<file path="src/mdc_pkg.sv">
package mdc_pkg;

  // ----------------------------------------------------------------
  // clock and bus
  // ----------------------------------------------------------------
  localparam int         CLK_MHZ         = 100;
  localparam logic [7:0] SETUP_ONE_OFS   = 8'ha6;
  localparam logic [7:0] SETUP_TWO_OFS   = 8'ha8;
  localparam logic [7:0] STATUS_OFS      = 8'hfc;
  localparam logic [31:0] SETUP_ONE_RST  = 32'h0000_0000;
  localparam logic [31:0] SETUP_TWO_RST  = 32'h0000_0000;
  localparam logic [31:0] SETUP_ONE_WMSK = 32'h0ff0_001f;
  localparam logic [31:0] SETUP_TWO_WMSK = 32'h7fff_ffff;
  localparam logic [1:0] RANGE_RESERVED  = 2'h3;
  localparam int         STAT_REPORT_BIT = 0;
  localparam int         STAT_LATCH_BIT  = 1;
  localparam int         STAT_SLEEP_BIT  = 2;

  // ----------------------------------------------------------------
  // times, in their own units
  // ----------------------------------------------------------------
  localparam int SLEEP_US0     = 50;
  localparam int SLEEP_US1     = 200;
  localparam int SLEEP_US2     = 20000;
  localparam int SLEEP_US3     = 200000;
  localparam int SLEEP_CYC0    = SLEEP_US0 * CLK_MHZ;
  localparam int SLEEP_CYC1    = SLEEP_US1 * CLK_MHZ;
  localparam int SLEEP_CYC2    = SLEEP_US2 * CLK_MHZ;
  localparam int SLEEP_CYC3    = SLEEP_US3 * CLK_MHZ;
  localparam int MS_CYC        = 1000 * CLK_MHZ;
  localparam int WDT_PIN_MS0   = 100;
  localparam int WDT_PIN_MS1   = 200;
  localparam int WDT_PIN_MS2   = 500;
  localparam int WDT_PIN_MS3   = 1000;
  localparam int WDT_SER_MS0   = 1 * 1000;
  localparam int WDT_SER_MS1   = 2 * 1000;
  localparam int WDT_SER_MS2   = 3 * 1000;
  localparam int WDT_SER_MS3   = 10 * 1000;
  localparam int FREQ_GATE_MS  = 1000;
  localparam int FREQ_GATE_CYC = FREQ_GATE_MS * MS_CYC;
  localparam int DUTY_W        = 8;

  // ----------------------------------------------------------------
  // carriers
  // ----------------------------------------------------------------
  typedef struct packed {
    logic [3:0]  rsvd_hi;
    logic        mon_en;
    logic [6:0]  target_addr;
    logic [14:0] rsvd_mid;
    logic [1:0]  drive_sel;   // 0:4.8mA 1:3.9mA 2:1.86mA 3:30.8mA
    logic        pullup_en;
    logic [1:0]  max_supply_range; // 0:15V 1:30V 2:60V
  } mdc_setup_one_s;

  typedef struct packed {
    logic        rsvd;
    logic [14:0] fmax;
    logic [1:0]  sleep_sel;
    logic        csa_auto;
    logic        volt_auto;
    logic        sleep_mode;
    logic [1:0]  clk_sel;
    logic        ext_clk_en;
    logic [2:0]  ext_clk_cfg;
    logic        wdt_en;
    logic [1:0]  refresh_interval_select;
    logic        wdt_pin_src;
    logic        watchdog_expiry_action;
  } mdc_setup_two_s;

  typedef struct packed {
    logic [7:0]  addr;
    logic [31:0] wdata;
    logic        wr;
    logic        rd;
  } mdc_bus_req_s;

  typedef enum logic {FD_GATE, FD_DIV} mdc_fd_state_e;

endpackage : mdc_pkg

</file>
<file path="src/mdc_config_regs.sv">
`timescale 1ns/10ps
// Functional notes
// - monitor-enable bit 27 of setup one turns the analog monitor output on.
// - bits 4:3 pick serial pin drive: 4.8, 3.9, 1.86, 30.8 mA.
// - bit 2 switches pull-ups on fault indicator and speed feedback pins.
// - bits 1:0 pick supply range 15, 30, 60 V; code 3 unused.
// - setup one sits at A6h and resets to all zeros.
// - setup two sits at A8h, resets to zero: internal clock, no watchdog.
// - sleep after speed input stays low 50us, 200us, 20ms or 200ms.
// - frequency mode duty is input frequency over full-scale bits 30:16.
// - refresh within 100ms/1s, 200ms/2s, 500ms/3s, 1000ms/10s by pin/serial.
// - on expiry report only if bit 0 low, else latch and float bridges.
module mdc_config_regs
  import mdc_pkg::*;
#(
  parameter int SLEEP_CYC_0 = SLEEP_CYC0,
  parameter int SLEEP_CYC_1 = SLEEP_CYC1,
  parameter int SLEEP_CYC_2 = SLEEP_CYC2,
  parameter int SLEEP_CYC_3 = SLEEP_CYC3,
  parameter int MS_CYCLES   = MS_CYC,
  parameter int GATE_CYCLES = FREQ_GATE_CYC
) (
  input  wire logic        clk_in,                      // core clock
  input  wire logic        rst_in,                      // async reset, high
  input  wire logic [7:0]  reg_addr_in,                 // register offset
  input  wire logic [31:0] reg_wdata_in,                // write data
  input  wire logic        reg_wr_in,                   // write strobe
  input  wire logic        reg_rd_in,                   // read strobe
  output logic [31:0]      reg_rdata_out,               // read data, next cycle
  input  wire logic        speed_pin_in,                // speed command pin
  input  wire logic        speed_freq_mode_in,          // speed input in freq mode
  input  wire logic        refresh_pin_in,              // watchdog refresh pin
  input  wire logic        serial_refresh_in,           // serial refresh pulse
  output logic             analog_monitor_pin_en_out,   // monitor output on
  output logic [6:0]       target_addr_out,             // serial bus address
  output logic [1:0]       serial_drive_sel_out,        // serial pin drive code
  output logic             fault_indicator_pin_pu_out,  // pull-up on
  output logic             speed_feedback_pin_pu_out,   // pull-up on
  output logic [1:0]       max_supply_range_out,        // supply range code
  output logic             sleep_out,                   // sleep entered
  output logic             standby_out,                 // standby entered
  output logic             csa_gain_auto_out,           // current gain adapt
  output logic             volt_gain_auto_out,          // voltage gain adapt
  output logic [1:0]       clk_sel_out,                 // clock source
  output logic             ext_clk_en_out,              // external clock mode
  output logic [2:0]       ext_clk_cfg_out,             // external clock rate
  output logic [DUTY_W-1:0] freq_duty_out,              // duty from frequency
  output logic             freq_duty_valid_out,         // pulse, new duty
  output logic             wdt_fault_out,               // watchdog fault seen
  output logic             bridge_hiz_out               // output FETs floated
);

  // ----------------------------------------------------------------
  // state
  // ----------------------------------------------------------------
  typedef struct packed {
    mdc_setup_one_s one;
    mdc_setup_two_s two;
    logic [31:0]    rdata;
    logic           spd_meta;
    logic           spd_sync;
    logic           spd_prev;
    logic           ref_meta;
    logic           ref_sync;
    logic           ref_prev;
    logic [31:0]    ms_cnt;
    logic [13:0]    wdt_ms;
    logic           report;
    logic           latched;
  } mdc_regs_st_s;

  mdc_regs_st_s   st_q, st_d;
  mdc_bus_req_s   req;
  mdc_setup_one_s one_wr;
  mdc_setup_two_s two_wr;
  logic           asleep;
  logic           spd_edge;
  logic           refresh;
  logic           ms_tick;
  logic           expire;
  logic [13:0]    limit;
  logic [31:0]    status;

  assign req = '{addr: reg_addr_in, wdata: reg_wdata_in,
                 wr: reg_wr_in, rd: reg_rd_in};

  function automatic logic [13:0] wdt_limit(input logic       pin_src,
                                            input logic [1:0] sel);
    logic [13:0] ms;
    ms = '0;
    case ({pin_src, sel})
      3'h4:    ms = 14'(WDT_PIN_MS0);
      3'h5:    ms = 14'(WDT_PIN_MS1);
      3'h6:    ms = 14'(WDT_PIN_MS2);
      3'h7:    ms = 14'(WDT_PIN_MS3);
      3'h0:    ms = 14'(WDT_SER_MS0);
      3'h1:    ms = 14'(WDT_SER_MS1);
      3'h2:    ms = 14'(WDT_SER_MS2);
      default: ms = 14'(WDT_SER_MS3);
    endcase
    return ms;
  endfunction : wdt_limit

  // ----------------------------------------------------------------
  // derived strobes
  // ----------------------------------------------------------------
  assign spd_edge = st_q.spd_sync & ~st_q.spd_prev;
  // only the selected refresh source counts; the other is ignored
  assign refresh  = st_q.two.wdt_pin_src ? (st_q.ref_sync & ~st_q.ref_prev)
                                         : serial_refresh_in;
  assign ms_tick  = st_q.two.wdt_en && (st_q.ms_cnt == 32'(MS_CYCLES - 1));
  assign limit    = wdt_limit(st_q.two.wdt_pin_src,
                              st_q.two.refresh_interval_select);
  assign expire   = ms_tick && !refresh && (st_q.wdt_ms + 14'h1 >= limit);

  always_comb begin
    status                  = '0;
    status[STAT_REPORT_BIT] = st_q.report;
    status[STAT_LATCH_BIT]  = st_q.latched;
    status[STAT_SLEEP_BIT]  = asleep;
  end

  always_comb begin
    one_wr = mdc_setup_one_s'(req.wdata & SETUP_ONE_WMSK);
    if (one_wr.max_supply_range == RANGE_RESERVED) begin
      // the reserved range would leave the supply monitor undefined
      one_wr.max_supply_range = st_q.one.max_supply_range;
    end
    two_wr = mdc_setup_two_s'(req.wdata & SETUP_TWO_WMSK);
  end

  // ----------------------------------------------------------------
  // next state
  // ----------------------------------------------------------------
  always_comb begin
    st_d          = st_q;
    st_d.spd_meta = speed_pin_in;
    st_d.spd_sync = st_q.spd_meta;
    st_d.spd_prev = st_q.spd_sync;
    st_d.ref_meta = refresh_pin_in;
    st_d.ref_sync = st_q.ref_meta;
    st_d.ref_prev = st_q.ref_sync;

    st_d.rdata = '0;
    if (req.rd) begin
      case (req.addr)
        SETUP_ONE_OFS: st_d.rdata = st_q.one;
        SETUP_TWO_OFS: st_d.rdata = st_q.two;
        STATUS_OFS:    st_d.rdata = status;
        default:       st_d.rdata = '0;
      endcase
    end

    if (req.wr) begin
      case (req.addr)
        SETUP_ONE_OFS: st_d.one = one_wr;
        SETUP_TWO_OFS: st_d.two = two_wr;
        STATUS_OFS: begin
          if (req.wdata[STAT_REPORT_BIT]) begin
            st_d.report = 1'b0;
          end
        end
        default: ;
      endcase
    end

    // watchdog: a refresh restarts the interval, disabling parks it
    if (!st_q.two.wdt_en) begin
      st_d.ms_cnt = '0;
      st_d.wdt_ms = '0;
    end else begin
      st_d.ms_cnt = ms_tick ? '0 : st_q.ms_cnt + 32'h1;
      if (refresh) begin
        st_d.wdt_ms = '0;
      end else if (expire) begin
        st_d.wdt_ms = '0;
      end else if (ms_tick) begin
        st_d.wdt_ms = st_q.wdt_ms + 14'h1;
      end
    end

    // set wins over a software clear in the same cycle
    if (expire) begin
      st_d.report = 1'b1;
      if (st_q.two.watchdog_expiry_action) begin
        st_d.latched = 1'b1;
      end
    end
  end

  always_ff @(posedge clk_in or posedge rst_in) begin
    if (rst_in) begin
      st_q     <= '0;
      st_q.one <= mdc_setup_one_s'(SETUP_ONE_RST);
      st_q.two <= mdc_setup_two_s'(SETUP_TWO_RST);
    end else begin
      st_q <= st_d;
    end
  end

  // ----------------------------------------------------------------
  // sub-blocks
  // ----------------------------------------------------------------
  mdc_sleep_timer #(
    .CYC0 (SLEEP_CYC_0),
    .CYC1 (SLEEP_CYC_1),
    .CYC2 (SLEEP_CYC_2),
    .CYC3 (SLEEP_CYC_3)
  ) u_sleep (
    .clk_in     (clk_in),
    .rst_in     (rst_in),
    .low_in     (~st_q.spd_sync),
    .sel_in     (st_q.two.sleep_sel),
    .asleep_out (asleep)
  );

  mdc_freq_duty #(
    .GATE_CYC (GATE_CYCLES)
  ) u_freq (
    .clk_in    (clk_in),
    .rst_in    (rst_in),
    .en_in     (speed_freq_mode_in),
    .edge_in   (spd_edge),
    .fmax_in   (st_q.two.fmax),
    .duty_out  (freq_duty_out),
    .valid_out (freq_duty_valid_out)
  );

  // ----------------------------------------------------------------
  // outputs
  // ----------------------------------------------------------------
  assign reg_rdata_out              = st_q.rdata;
  assign analog_monitor_pin_en_out  = st_q.one.mon_en;
  assign target_addr_out            = st_q.one.target_addr;
  assign serial_drive_sel_out       = st_q.one.drive_sel;
  assign fault_indicator_pin_pu_out = st_q.one.pullup_en;
  assign speed_feedback_pin_pu_out  = st_q.one.pullup_en;
  assign max_supply_range_out       = st_q.one.max_supply_range;
  // the low-power state reached is the one picked by the mode bit
  assign sleep_out                  = asleep & st_q.two.sleep_mode;
  assign standby_out                = asleep & ~st_q.two.sleep_mode;
  assign csa_gain_auto_out          = st_q.two.csa_auto;
  assign volt_gain_auto_out         = st_q.two.volt_auto;
  assign clk_sel_out                = st_q.two.clk_sel;
  assign ext_clk_en_out             = st_q.two.ext_clk_en;
  assign ext_clk_cfg_out            = st_q.two.ext_clk_cfg;
  assign wdt_fault_out              = st_q.report | st_q.latched;
  assign bridge_hiz_out             = st_q.latched;
endmodule : mdc_config_regs

</file>
<file path="src/mdc_freq_duty.sv">
`timescale 1ns/10ps
module mdc_freq_duty
  import mdc_pkg::*;
#(
  parameter int GATE_CYC = FREQ_GATE_CYC
) (
  input  wire logic              clk_in,    // core clock
  input  wire logic              rst_in,    // async reset, high
  input  wire logic              en_in,     // frequency input mode
  input  wire logic              edge_in,   // rising edge of speed input
  input  wire logic [14:0]       fmax_in,   // full-scale frequency, Hz
  output logic [DUTY_W-1:0]      duty_out,  // commanded duty, 255 = 100%
  output logic                   valid_out  // pulse, new duty
);

  typedef struct packed {
    mdc_fd_state_e     state;
    logic [31:0]       gate;
    logic [15:0]       edges;
    logic [15:0]       rem;
    logic [3:0]        step;
    logic [DUTY_W-1:0] quo;
    logic [DUTY_W-1:0] duty;
    logic              valid;
  } mdc_fd_st_s;

  mdc_fd_st_s  st_q, st_d;
  logic [15:0] rem_sh;

  // one gate lasts a second, so the edge count is the frequency in Hz;
  // the divide takes nine cycles, so a short gate loses no edges worth noting
  always_comb begin
    st_d       = st_q;
    st_d.valid = 1'b0;
    rem_sh     = {st_q.rem[14:0], 1'b0};
    case (st_q.state)
      FD_GATE: begin
        if (!en_in) begin
          st_d.gate  = '0;
          st_d.edges = '0;
        end else if (st_q.gate == 32'(GATE_CYC - 1)) begin
          st_d.gate  = '0;
          st_d.edges = '0;
          st_d.rem   = st_q.edges;
          st_d.quo   = '0;
          st_d.step  = '0;
          st_d.state = FD_DIV;
        end else begin
          st_d.gate = st_q.gate + 32'h1;
          if (edge_in && st_q.edges != 16'hffff) begin
            st_d.edges = st_q.edges + 16'h1;
          end
        end
      end
      FD_DIV: begin
        if (fmax_in == '0) begin
          st_d.duty  = '0;
          st_d.valid = 1'b1;
          st_d.state = FD_GATE;
        end else if (st_q.rem >= {1'b0, fmax_in} && st_q.step == '0) begin
          st_d.duty  = '1;
          st_d.valid = 1'b1;
          st_d.state = FD_GATE;
        end else if (st_q.step == 4'(DUTY_W)) begin
          st_d.duty  = st_q.quo;
          st_d.valid = 1'b1;
          st_d.state = FD_GATE;
        end else begin
          st_d.step = st_q.step + 4'h1;
          if (rem_sh >= {1'b0, fmax_in}) begin
            st_d.rem = rem_sh - {1'b0, fmax_in};
            st_d.quo = {st_q.quo[DUTY_W-2:0], 1'b1};
          end else begin
            st_d.rem = rem_sh;
            st_d.quo = {st_q.quo[DUTY_W-2:0], 1'b0};
          end
        end
      end
      default: st_d.state = FD_GATE;
    endcase
  end

  always_ff @(posedge clk_in or posedge rst_in) begin
    if (rst_in) begin
      st_q <= '{state: FD_GATE, default: '0};
    end else begin
      st_q <= st_d;
    end
  end

  assign duty_out  = st_q.duty;
  assign valid_out = st_q.valid;
endmodule : mdc_freq_duty

</file>
<file path="src/mdc_sleep_timer.sv">
`timescale 1ns/10ps
module mdc_sleep_timer
  import mdc_pkg::*;
#(
  parameter int CYC0 = SLEEP_CYC0,
  parameter int CYC1 = SLEEP_CYC1,
  parameter int CYC2 = SLEEP_CYC2,
  parameter int CYC3 = SLEEP_CYC3
) (
  input  wire logic       clk_in,      // core clock
  input  wire logic       rst_in,      // async reset, high
  input  wire logic       low_in,      // synchronised speed input is low
  input  wire logic [1:0] sel_in,      // entry time select
  output logic            asleep_out   // low held long enough
);

  typedef struct packed {
    logic [31:0] cnt;
    logic        asleep;
  } mdc_sleep_st_s;

  mdc_sleep_st_s st_q, st_d;
  logic [31:0]   thr;

  always_comb begin
    case (sel_in)
      2'h0:    thr = 32'(CYC0);
      2'h1:    thr = 32'(CYC1);
      2'h2:    thr = 32'(CYC2);
      default: thr = 32'(CYC3);
    endcase
  end

  // any high sample restarts the window; counter saturates at the threshold
  always_comb begin
    st_d = st_q;
    if (!low_in) begin
      st_d.cnt    = '0;
      st_d.asleep = 1'b0;
    end else if (st_q.cnt < thr) begin
      st_d.cnt    = st_q.cnt + 32'h1;
      st_d.asleep = (st_d.cnt >= thr);
    end else begin
      st_d.asleep = 1'b1;
    end
  end

  always_ff @(posedge clk_in or posedge rst_in) begin
    if (rst_in) begin
      st_q <= '0;
    end else begin
      st_q <= st_d;
    end
  end

  assign asleep_out = st_q.asleep;
endmodule : mdc_sleep_timer

</file>
<file path="config.mk">
export PLATFORM = sky130hd
export DESIGN_NAME = mdc_config_regs
export DESIGN_NICKNAME = d
export VERILOG_FILES = /design/src/mdc_pkg.sv /design/src/mdc_config_regs.sv /design/src/mdc_freq_duty.sv /design/src/mdc_sleep_timer.sv
export SDC_FILE = /design/constraint.sdc
export NUM_CORES = 1
export LEC_CHECK = 0
export BUFFER_PORTS_ARGS = -buffer_cell sky130_fd_sc_hd__buf_4
export CAP_MARGIN = 20
export CORE_AREA = 8 8 171 173
export DETAILED_ROUTE_END_ITERATION = 8
export DIE_AREA = 0 0 179 181
export GPL_TIMING_DRIVEN = 0
export PLACE_DENSITY = 0.76
export SYNTH_ARGS = -nofsm -noshare
export SYNTH_HDL_FRONTEND = slang
export SYNTH_SLANG_ARGS = --single-unit
</file>
<file path="constraint.sdc">
create_clock -name clk_in -period 7.35 [get_ports clk_in]
set_input_delay 0.735 -clock clk_in [delete_from_list [all_inputs] [get_ports clk_in]]
set_output_delay 0.735 -clock clk_in [all_outputs]
set_load 0.02 [all_outputs]
</file>
==> results of run 1 <==
[synthesized netlist by cell type (6+ instances only)]
cell	n	share of area, %
inv_1	49	1.3
or2_2	11	0.48
a22oi_1	21	1.1
or4_1	6	0.32
and4_1	13	0.80
nand2_1	115	3.0
a221o_1	8	0.56
buf_4	58	3.0
o21ai_0	60	2.1
mux2_2	45	3.5
and3_1	30	1.3
ha_1	92	8.1
dfrtp_1	248	43
clkbuf_1	48	1.3
nor2b_1	29	1.3
a31oi_1	8	0.35
nand4_1	32	1.4
nor2_1	154	4.0
mux2i_1	9	0.63
o211ai_1	7	0.37
a21o_1	9	0.47
o21a_1	9	0.47
xnor2_1	65	4.0
xor2_1	58	3.6
nor3_1	43	1.5
or3_1	8	0.35
nand2b_1	6	0.26
and2_1	16	0.70
nor4_1	29	1.3
a21oi_1	49	1.7
a211oi_1	9	0.47
nand3_1	70	2.5
[power breakdown]
group / internal, W / leakage [nW] / switching (W)
registers: 0.00138 / 3.36 / 0.0000215
logic: 0.000103 / 4.03 / 0.000138
clock network: 0.000810 / 0.423 / 0.000537
total: 0.00230 / 7.81 / 0.000697
[cells in the final DEF, fill, tap and decap left out, types with 29 or more instances in the layout]
master    Yosys  final
inv_1        49     48
nor3_1       43     43
nor4_1       29     29
dfrtp_1     248    248
and3_1       30     30
o21ai_0      60     60
nor2b_1      29     29
ha_1         92     92
xor2_1       58     58
nand2_1     115    115
clkbuf_1     48     56
buf_4        58    171
nand4_1      32     32
mux2_2       45     45
nor2_1      154    154
nand3_1      70     70
a21oi_1      49     49
xnor2_1      65     65
[area by class of cell]
class	count	area share (%)
buffer	112	3.863
clock inverter	9	0.7772
clock buffer	38	4.505
inverter	50	1.154
timing repair buffer	121	5.991
multi-input combinational	1076	43.71
tap	341	2.573
sequential	248	37.43
[logic make-up after synthesis]
kind of cell | synth area share [%]
other cells | 0.02626
fa+ha+maj | 8.200
buf+inv | 5.799
mux | 4.179
compound gates | 10.73
simple gates | 20.07
flops | 43.45
xor+xnor | 7.543
[stage by stage]
step / util, % / total power, W / cell area [µm²] / instances
floorplan: - / 0.001581 / 14290 / 1486
global placement: 58.69 / 0.001657 / 15550 / 1939
detailed placement: 59.25 / 0.001672 / 15700 / 1947
CTS: 62.55 / 0.003026 / 16580 / 1994
global route: 62.57 / 0.003110 / 16580 / 1995
finish: 62.57 / 0.002994 / 16580 / 1995
[flip-flops by register name (all words and copies together), names as in the netlist, 3 cells and up]
name and count:
u_freq.st_q 62, st_d 4, ext_clk_cfg_out 3, u_sleep.st_q 32, u_freq.duty_out 8, reg_rdata_out 31, st_q 72, target_addr_out 7
u_freq.rem_sh 15
[critical path, stage by stage, from the launching register on]
cell and delay, ns:
dfrtp_1 0.42, ha_1 0.25, nand3_1 0.24, nor3_1 0.31
nor2b_1 0.09, or2_2 0.30, ha_1 0.31, nor2b_1 0.14
o41ai_1 0.33, a31o_2 0.19, clkbuf_1 0.41, buf_1 0.45
nand3_1 0.14, mux2i_1 0.15
[per-layer routing]
layer  vias up  GRT usage, %  part of all wire (%)
met2       294         34.62                    47
met1      5562         27.48                    45
met4         0         5.756                   2.2
met5         -             0                     0
li1       5502             -                     -
met3        57         2.648                   5.8
[worst max path at each step]
| stage | start | end | slack (ns) | cells past startpoint |
|---|---|---|---|---|
| global placement | rst_in | u_freq.valid_out | 1.93 | 2 |
| floorplan | rst_in | analog_monitor_pin_en_out | 3.36 | 1 |
| finish | st_q[2] | st_q[4] | 3.52 | 13 |
| CTS | st_q[2] | st_q[4] | 3.60 | 13 |
| global route | st_q[2] | st_q[4] | 3.25 | 13 |
| detailed placement | st_q[2] | st_q[14] | 3.63 | 13 |
==> flow_summary_export.csv, run 1 <==
group,metric,value,unit
run_status,status,"finished clean",
placement,globalplace.congestion,0.9048,
floorplan,core_region_area,0.02650,mm²
routing,first_pass_iters,5,
critical_path,worstPathArrival,4.28,ns
finish,synthToLayoutAreaGrowth,16.10,%
critical_path,timing.critical_path.fanout_max,10,
synth,synthesis.area,0.01428,mm²
critical_path,worst_r2r_startpoint,"st_q[2]",
timing,maxClockFrequency,261.0,MHz
synth,synth_fp_nets,1627,
routing,vias_per_cell,5.722,
finish,sequential_cell_area,0.006206,mm²
routing,drc,0,
timing,final.min_clock_period,3.832,ns
routing,num_vias,11415,
clocking,tritoncts_num_sinks,248,
clocking,cts_tree,"done",
routing,first_iter_violations,767,
floorplan,starting_density_of_the_core,53.90,%
clocking,cts.root.buffer_cell,"clkbuf_16",
job,maxCapViolCount,0,
timing,final_critical_path_setup_slack,3.518,ns
critical_path,start_kind,"flip-flop",
global_routing,grt_first_pass_wirelength,56.18,mm
finish,layout_cell_share_with_drive_strength_beyond_1,17.53,%
global_routing,grt_antenna_before_repair,0,
timing,rsz_0062_raised_after_global_routing,"false",
routing,routed_wire_length_per_instance,16.90,µm
clocking,cts_htree_levels,1,
placement,numPortBuffers,112,
synth,synth_async_sr_flop_share,100.0,%
timing,whs,0.1960,ns
critical_path,crit-reg2reg-capture,"st_q[4]",
timing,skew,0.008733,ns
clocking,cts_setup_buffers,0,
critical_path,crit_required,7.79,ns
synth,syn_inst,1486,
placement,hpwl,24.91,mm
clocking,clock_tree.buffer_depth,3,
floorplan,floorplan.rows,60,
worst_hold_path,min-delay-path-class,"input port to async pin",
timing,timing_max_transition_violations_final,0,
timing,slew_headroom,29.79,%
placement,place_ws,3.634,ns
clocking,cts_hold_buf,0,
pwr,power.density,180.6,mW/mm²
routing,drtAntennaViolNets,0,
routing,routed_wirelength,33.71,mm
finish,num-fill-cells,2167,
timing,final_min_period_over_clock_period,52.14,%
synth,ys_seq_area_share,43.45,%
clocking,cts_resized,0,
synth,most_instantiated_flip_flop_cell_in_the_synthesis_netlist,"dfrtp_1",
clocking,worst_setup_hold_path_clk_slew,0.06,ns
finish,multi_input_area,0.007248,mm²
floorplan,dieWidth,179,µm
timing,worst-slew-pin-transition,1.044,ns
clocking,cts_inserted_buffers,27,
timing,tns,0,ns
critical_path,worst-setup-path-type,"flip-flop to flip-flop",
clocking,clkLatencyLatePin,0.53,ns
finish,nets,1777,
timing,timing_hold_violations_final,0,
global_routing,first_global_vias,11198,
floorplan,top_level_ports,115,
critical_path,r2r_slack,3.52,ns
floorplan,die_h,181,µm
global_routing,grt_start_max_net_pins,45,
critical_path,rr_worst_depth,13,
synth,synthesis.area_per_instance,9.611,µm²
synth,post_synthesis_register_bit_count,248,
timing,timing.final.setup_violations,0,
synth,yosys_warnings,0,
synth,synth_cell_type_count,71,
pwr,ir_drop,153.9,µV
critical_path,endpoint_kind,"flip-flop",
global_routing,globalRouteTotalUtil,20.65,%
synth,synth_enable_flop_cells,0,
pwr,static_leakage_power,7.808,nW
floorplan,design.die.area,0.03240,mm²
global_routing,overflow_left_after_global_routing,0,
finish,antenna_cells_inserted,0,
(Power assumes the default switching activity.)
==> run 2, diff against run 1 <==
--- a/config.mk
+++ b/config.mk
@@ -5,13 +5,14 @@
 export SDC_FILE = /design/constraint.sdc
 export NUM_CORES = 1
 export LEC_CHECK = 0
+export ABC_AREA = 1
 export BUFFER_PORTS_ARGS = -buffer_cell sky130_fd_sc_hd__buf_4
 export CAP_MARGIN = 20
-export CORE_AREA = 8 8 171 173
+export CORE_AREA = 8 8 168 170
 export DETAILED_ROUTE_END_ITERATION = 8
-export DIE_AREA = 0 0 179 181
+export DIE_AREA = 0 0 176 178
 export GPL_TIMING_DRIVEN = 0
-export PLACE_DENSITY = 0.76
+export PLACE_DENSITY = 0.81
 export SYNTH_ARGS = -nofsm -noshare
 export SYNTH_HDL_FRONTEND = slang
 export SYNTH_SLANG_ARGS = --single-unit
==> constraint.sdc (replaced) <==
create_clock -name clk_in -period 3.9 [get_ports clk_in]
set_input_delay 0.39 -clock clk_in [delete_from_list [all_inputs] [get_ports clk_in]]
set_output_delay 0.39 -clock clk_in [all_outputs]
set_load 0.02 [all_outputs]
==> run 2 against run 1 <==
Final cell count increased by 30%. Setup slack got worse by 3.0 ns. Largest power group unchanged. Fmax grew 14%.
==> flow_summary_export.csv, run 2 <==
group,metric,value,unit
synth,most_instantiated_flip_flop_cell_in_the_synthesis_netlist,"dfrtp_1",
floorplan,floorplan.rows,59,
timing,whs,0.07462,ns
clocking,tritoncts_num_sinks,248,
floorplan,starting_density_of_the_core,60.71,%
finish,utilization,69.76,%
job,maxCapViolCount,0,
timing,timing.final.setup_violations,0,
critical_path,worst-setup-path-type,"flip-flop to flip-flop",
global_routing,overflow_left_after_global_routing,0,
timing,final_critical_path_setup_slack,0.5455,ns
pwr,static_leakage_power,8.952,nW
routing,routed_wirelength,40.08,mm
run_status,status,"finished clean",
synth,post_synthesis_register_bit_count,248,
timing,timing_hold_violations_final,0,
floorplan,top_level_ports,115,
critical_path,worst_path_max_delay_cell,"dfrtp_1",
placement,place_ws,0.6433,ns
synth,yosys.area.top_type_share,39.90,%
synth,yosys-top-cells-area,"dfrtp_1 (40%), nand2_1 (13%), ha_1 (7.4%)",
synth,synth_largest_area_cell,"dfrtp_1",
worst_hold_path,min-delay-path-class,"input port to flip-flop",
timing,rsz_0062_raised_after_global_routing,"false",
critical_path,cp.depth,15,
worst_hold_path,worst_hold_path.num_cells,3,
routing,first_pass_iters,5,
floorplan,core_region_area,0.02562,mm²
placement,globalplace.congestion,0.9244,
clocking,worst_setup_hold_path_clk_slew,0.06,ns
synth,yosys.cell_count.top_type,"nand2_1",
timing,skew,0.009992,ns
routing,vias_per_cell,5.475,
routing,num_vias,14192,
synth,synthesis.area,0.01555,mm²
pwr,seqPwrFrac,46.6,%
synth,synth_fp_nets,2232,
synth,syn_inst,2091,
finish,antenna_cells_inserted,0,
synth,synth_cell_type_count,57,
critical_path,crit_required,4.34,ns
critical_path,crit_path_max_cell_delay,0.47,ns
global_routing,first_global_vias,14111,
critical_path,worstPathArrival,3.80,ns
pwr,power.density,325.8,mW/mm²
synth,synth_enable_flop_cells,0,
critical_path,path_delay_family,"buffers and inverters",
clocking,cts_tree,"done",
synth,ys_seq_area_share,39.90,%
global_routing,grt_start_max_net_pins,43,
timing,timing_max_transition_violations_final,0,
pwr,ir_drop,295.3,µV
pwr,pwr-share-comb,8.2,%
floorplan,dieWidth,176,µm
finish,max_flop_register,"st_q",
finish,final_common_cell,"nand2_1",
finish,mostFrequentLayoutCells,"nand2_1 (528), nor2_1 (266), inv_1 (249)",
finish,largest_reg_flops,72,
timing,final.min_clock_period,3.354,ns
clocking,cts.root.buffer_cell,"clkbuf_16",
finish,nets,2382,
routing,drc,0,
finish,layout_cell_share_with_drive_strength_beyond_1,12.49,%
routing,first_iter_violations,1182,
synth,yosys_warnings,0,
placement,hpwl,30.30,mm
clocking,cts_setup_buffers,0,
floorplan,die_h,178,µm
timing,worst-slew-pin-transition,0.8145,ns
pwr,share_of_total_power_in_the_clock_network,45.2,%
clocking,clock_tree.buffer_depth,3,
finish,registers_with_the_most_flip_flops,"st_q: 72 flops, u_freq.st_q: 62 flops, u_sleep.st_q: 32 flops",
critical_path,timing.critical_path.fanout_max,10,
critical_path,worst-path-buf-inv,4,
finish,num-fill-cells,2177,
critical_path,start_kind,"flip-flop",
timing,slew_headroom,45.70,%
critical_path,endpoint_kind,"flip-flop",
global_routing,globalRouteTotalUtil,25.85,%
global_routing,grt_antenna_before_repair,0,
routing,routed_wire_length_per_instance,15.46,µm
pwr,power.share.switching,23.91,%
synth,yosys-top-cells-count,"nand2_1 (528), nor2_1 (266), inv_1 (250)",
clocking,clkLatencyLatePin,0.54,ns
timing,final_min_period_over_clock_period,86.01,%
critical_path,rr_worst_depth,15,
critical_path,worstPathCellList,"inv_1 > ha_1 > o21ai_0 > ha_1 > inv_1 > nor2_1 > o21ai_0 > nand3_1 > nand3_1 > nand2_1 > a21oi_1 > buf_2 > nand2_2 > buf_2 > o22ai_1",
pwr,power_report.internal_total,0.004430,W
pwr,power.switching,0.001392,W
synth,synth_async_sr_flop_share,100.0,%
clocking,cts_inserted_buffers,27,
clocking,cts_htree_levels,1,
placement,numPortBuffers,112,
timing,maxClockFrequency,298.1,MHz
finish,synthToLayoutAreaGrowth,14.90,%
global_routing,grt_first_pass_wirelength,67.81,mm
synth,synthesis.area_per_instance,7.438,µm²
routing,drtAntennaViolNets,0,
floorplan,design.die.area,0.03133,mm²
## run 2: changes by cell type after synthesis, sizes merged, moves of 25 or more
cell    change
a21oi      +60
nand3      +66
nor2b      -29
nand2     +419
inv       +208
and3       -27
xnor2      -54
nor2      +117
mux2       -44
clkbuf     -25
## run 2: final cells by class
cell class	instances	area, µm²	area share [%]
inverter	261	985.9	5.517
tap	335	419.2	2.346
multi-input combinational	1481	7722	43.22
sequential	248	6206	34.73
clock inverter	10	157.7	0.8822
timing repair buffer	121	991.0	5.545
buffer	101	641.9	3.592
clock buffer	35	745.7	4.173
## run 2: final timing paths
path | startpoint | endpoint | slack [ns]
hold / removal | reg_wdata_in[20] | target_addr_out[0] | 0.07
hold reg to reg | st_d[52] | st_d[51] | 0.35
setup reg to reg | st_q[101] | u_sleep.st_q[4] | 0.55
max in group asynchronous | rst_in | reg_rdata_out[25] | 2.02
min in group asynchronous | rst_in | volt_gain_auto_out | 0.51
setup / recovery | st_q[101] | u_sleep.st_q[4] | 0.55
## run 2: cell families after synthesis
family	count (synthesis)	synth area share (%)
and+or+nand+nor	1074	29.49
buffers and inverters	362	10.44
AOI/OAI and AO/OA	250	9.051
DFF	248	39.90
adders and majority gates	93	7.530
xor gates and xnor gates	62	3.492
other	1	0.02411
muxes	1	0.07240
## run 2: per-stage QoR
step | total power [W] | cells | TNS (ns) | cell area [µm²]
5_1_grt | 0.006052 | 2592 | 0 | 17870
4_1_cts | 0.005873 | 2592 | 0 | 17870
2_1_floorplan | 0.003060 | 2091 | 0 | 15560
3_3_place_gp | 0.003199 | 2538 | -291.25 | 16820
6_report | 0.005822 | 2592 | 0 | 17870
3_5_place_dp | 0.003235 | 2544 | 0 | 16940
## run 2: worst min-delay path, delay by kind of cell
kind                   cells  cell delay, ns
buffers and inverters      1            0.09
AND/OR/NAND/NOR            2            0.10
## run 2: layer usage
layer	GRT usage (%)	up-vias	wire, µm	share of wire, %
met3	3.281	70	2314	5.8
met4	7.630	0	924	2.3
met5	0	-	0	0
li1	-	6992	-	-
met2	44.50	451	19120	48
met1	33.74	6679	17720	44
## run 2: power groups by stage
stage	clock network [W]	registers, W	logic, W
5_1_grt	0.00278	0.00272	0.000544
3_5_place_dp	0	0.00276	0.000476
4_1_cts	0.00268	0.00271	0.000481
3_3_place_gp	0	0.00276	0.000442
2_1_floorplan	0	0.00274	0.000316
6_report	0.00263	0.00271	0.000476
## run 2: repair_timing
| action | in CTS | in global routing |
|---|---|---|
| hold buffers | 3 | 0 |
| endpoints found under the hold margin | 27 | 0 |
| setup endpoints to repair | 0 | 0 |
| gates resized for setup | 0 | 0 |
==> run 3, diff against run 2 <==
--- a/config.mk
+++ b/config.mk
@@ -12,7 +12,7 @@
 export DETAILED_ROUTE_END_ITERATION = 8
 export DIE_AREA = 0 0 176 178
 export GPL_TIMING_DRIVEN = 0
-export PLACE_DENSITY = 0.81
+export PLACE_DENSITY = 0.88
 export SYNTH_ARGS = -nofsm -noshare
 export SYNTH_HDL_FRONTEND = slang
 export SYNTH_SLANG_ARGS = --single-unit
==> run 3 against run 2 <==
Global-route usage is 0.14 points lower. Critical path depth stayed put. Setup slack worse by 0.21 ns. First-iteration DRC count up 17%. Wire length up 1.9%. Sequential share of layout area decreased by 0.15 points. Clock power rose by 5%. Register-to-register slack worse by 0.21 ns. Largest cell class unchanged. Largest power group is now clock.
==> flow_summary_export.csv, run 3 (synthesized netlist as in run 2, its figures left out) <==
group,metric,value,unit
placement,hpwl,30.62,mm
timing,rsz_0062_raised_after_global_routing,"false",
floorplan,die_h,178,µm
placement,detailed_place.area,0.01696,mm²
timing,slew_headroom,41.62,%
finish,layout.cell_area.non_filler,0.01795,mm²
pwr,power_report.internal_total,0.004520,W
timing,worst-slew-pin-transition,0.8757,ns
pwr,static_leakage_power,8.995,nW
global_routing,grt_antenna_before_repair,0,
pwr,power.density,331.7,mW/mm²
routing,first_iter_violations,1385,
critical_path,worstPathArrival,4.01,ns
routing,first_pass_iters,6,
global_routing,globalRouteTotalUtil,25.71,%
critical_path,start_kind,"flip-flop",
timing,timing_max_transition_violations_final,0,
clocking,tritoncts_num_sinks,248,
timing,final_min_period_over_clock_period,91.34,%
routing,routed_wire_length_per_instance,15.73,µm
pwr,seqPwrFrac,45.6,%
clocking,clkLatencyLatePin,0.54,ns
global_routing,first_global_vias,14211,
placement,numPortBuffers,112,
timing,tns,0,ns
routing,vias_per_cell,5.590,
clocking,cts_htree_levels,1,
floorplan,core_region_area,0.02562,mm²
placement,globalplace.congestion,0.9329,
critical_path,crit_required,4.35,ns
pwr,share_of_total_power_in_the_clock_network,46.2,%
finish,max_flop_register,"st_q",
critical_path,worstPathCellList,"inv_1 > ha_1 > o21ai_0 > ha_1 > inv_1 > nor2_1 > o21ai_0 > nand3_1 > nand3_1 > nand2_1 > a21oi_1 > buf_2 > nand2_2 > buf_2 > o22ai_1",
pwr,ir_drop,344.3,µV
timing,maxClockFrequency,280.7,MHz
critical_path,worst_path_max_delay_cell,"dfrtp_1",
global_routing,overflow_left_after_global_routing,0,
finish,nets,2383,
critical_path,crit_path_max_cell_delay,0.51,ns
floorplan,top_level_ports,115,
routing,drtAntennaViolNets,0,
finish,mostFrequentLayoutCells,"nand2_1 (528), nor2_1 (266), inv_1 (249)",
global_routing,grt_first_pass_wirelength,67.62,mm
finish,final_common_cell,"nand2_1",
timing,final.min_clock_period,3.562,ns
finish,registers_with_the_most_flip_flops,"st_q: 72 flops, u_freq.st_q: 62 flops, u_sleep.st_q: 32 flops",
finish,synthToLayoutAreaGrowth,15.41,%
pwr,power.share.switching,24.09,%
timing,skew,0.01079,ns
clocking,worst_setup_hold_path_clk_slew,0.06,ns
clocking,cts_setup_buffers,0,
floorplan,dieWidth,176,µm
finish,utilization,70.07,%
routing,routed_wirelength,40.82,mm
clocking,cts.root.buffer_cell,"clkbuf_16",
pwr,power.switching,0.001434,W
run_status,status,"finished clean",
finish,antenna_cells_inserted,0,
clocking,cts_tree,"done",
critical_path,worst-setup-path-type,"flip-flop to flip-flop",
pwr,power,0.005954,W
placement,numPlacedInstances,2545,
job,maxCapViolCount,0,
floorplan,floorplan.rows,59,
clocking,clock_tree.buffer_depth,3,
finish,final_cell_count_no_fill,2596,
worst_hold_path,min-delay-path-class,"input port to flip-flop",
critical_path,timing.critical_path.fanout_max,10,
critical_path,endpoint_kind,"flip-flop",
timing,timing_hold_violations_final,0,
pwr,pwr-share-comb,8.2,%
timing,timing.final.setup_violations,0,
finish,largest_reg_flops,72,
routing,num_vias,14512,
clocking,cts_inserted_buffers,27,
floorplan,starting_density_of_the_core,60.71,%
finish,layout_cell_share_with_drive_strength_beyond_1,12.61,%
global_routing,grt_start_max_net_pins,44,
routing,drc,0,
floorplan,design.die.area,0.03133,mm²
## run 3: cell type report
cell class | count | area (µm²)
Multi-Input combinational cell | 1481 | 7722
Fill cell | 1998 | 7667
Sequential cell | 248 | 6206
Timing Repair Buffer | 122 | 1018
Inverter | 261 | 985.9
Clock buffer | 40 | 804.5
Buffer | 101 | 641.9
Tap cell | 335 | 419.2
Clock inverter | 8 | 150.1
## run 3: timing repair
action | 4_1_cts | 5_1_grt
hold buffers | 3 | 0
endpoints found under the hold margin | 17 | 0
resized for setup | 0 | 0
## run 3: final timing paths
| kind | cells after the start | slack, ns | from | to |
|---|---|---|---|---|
| max | 15 | 0.34 | st_q[101] | u_sleep.st_q[8] |
| min | 3 | 0.06 | reg_wdata_in[20] | target_addr_out[0] |
| max reg2reg | 15 | 0.34 | st_q[101] | u_sleep.st_q[8] |
| min reg2reg | 0 | 0.36 | st_d[52] | st_d[51] |
| max in group asynchronous | 7 | 2.30 | rst_in | reg_rdata_out[21] |
| min in group asynchronous | 3 | 0.41 | rst_in | csa_gain_auto_out |
## run 3: metrics by stage
step           worst slack (ns)  hold WS [ns]
4_1_cts                  0.3547       0.04731
3_3_place_gp             -1.214        0.3410
2_1_floorplan            0.2503        0.3312
3_5_place_dp             0.4042        0.3497
6_report                 0.3379       0.06325
5_1_grt                 0.09926       0.07085
## run 3: power by group through the flow
stage / Clock (W) / Sequential, W / Combinational (W)
after global routing: 0.00288 / 0.00273 / 0.000554
final: 0.00275 / 0.00272 / 0.000489
after detailed placement: 0 / 0.00276 / 0.000485
after floorplan: 0 / 0.00274 / 0.000316
after CTS: 0.00278 / 0.00271 / 0.000489
after global placement: 0 / 0.00276 / 0.000440
## run 3: worst max-delay path, delay by kind of cell, from the launching register on
kind	cells	cell delay, ns
flops	1	0.51
fa+ha+maj	2	0.71
simple gates	5	0.57
compound gates	4	0.82
buf+inv	4	0.86
## run 3: metal layers
metal	up-vias	track usage, %	share of wire, %
li1	7014	-	-
met1	6837	32.71	43
met2	563	44.39	48
met3	98	3.662	6.6
met4	0	8.795	2.6
met5	-	0	0
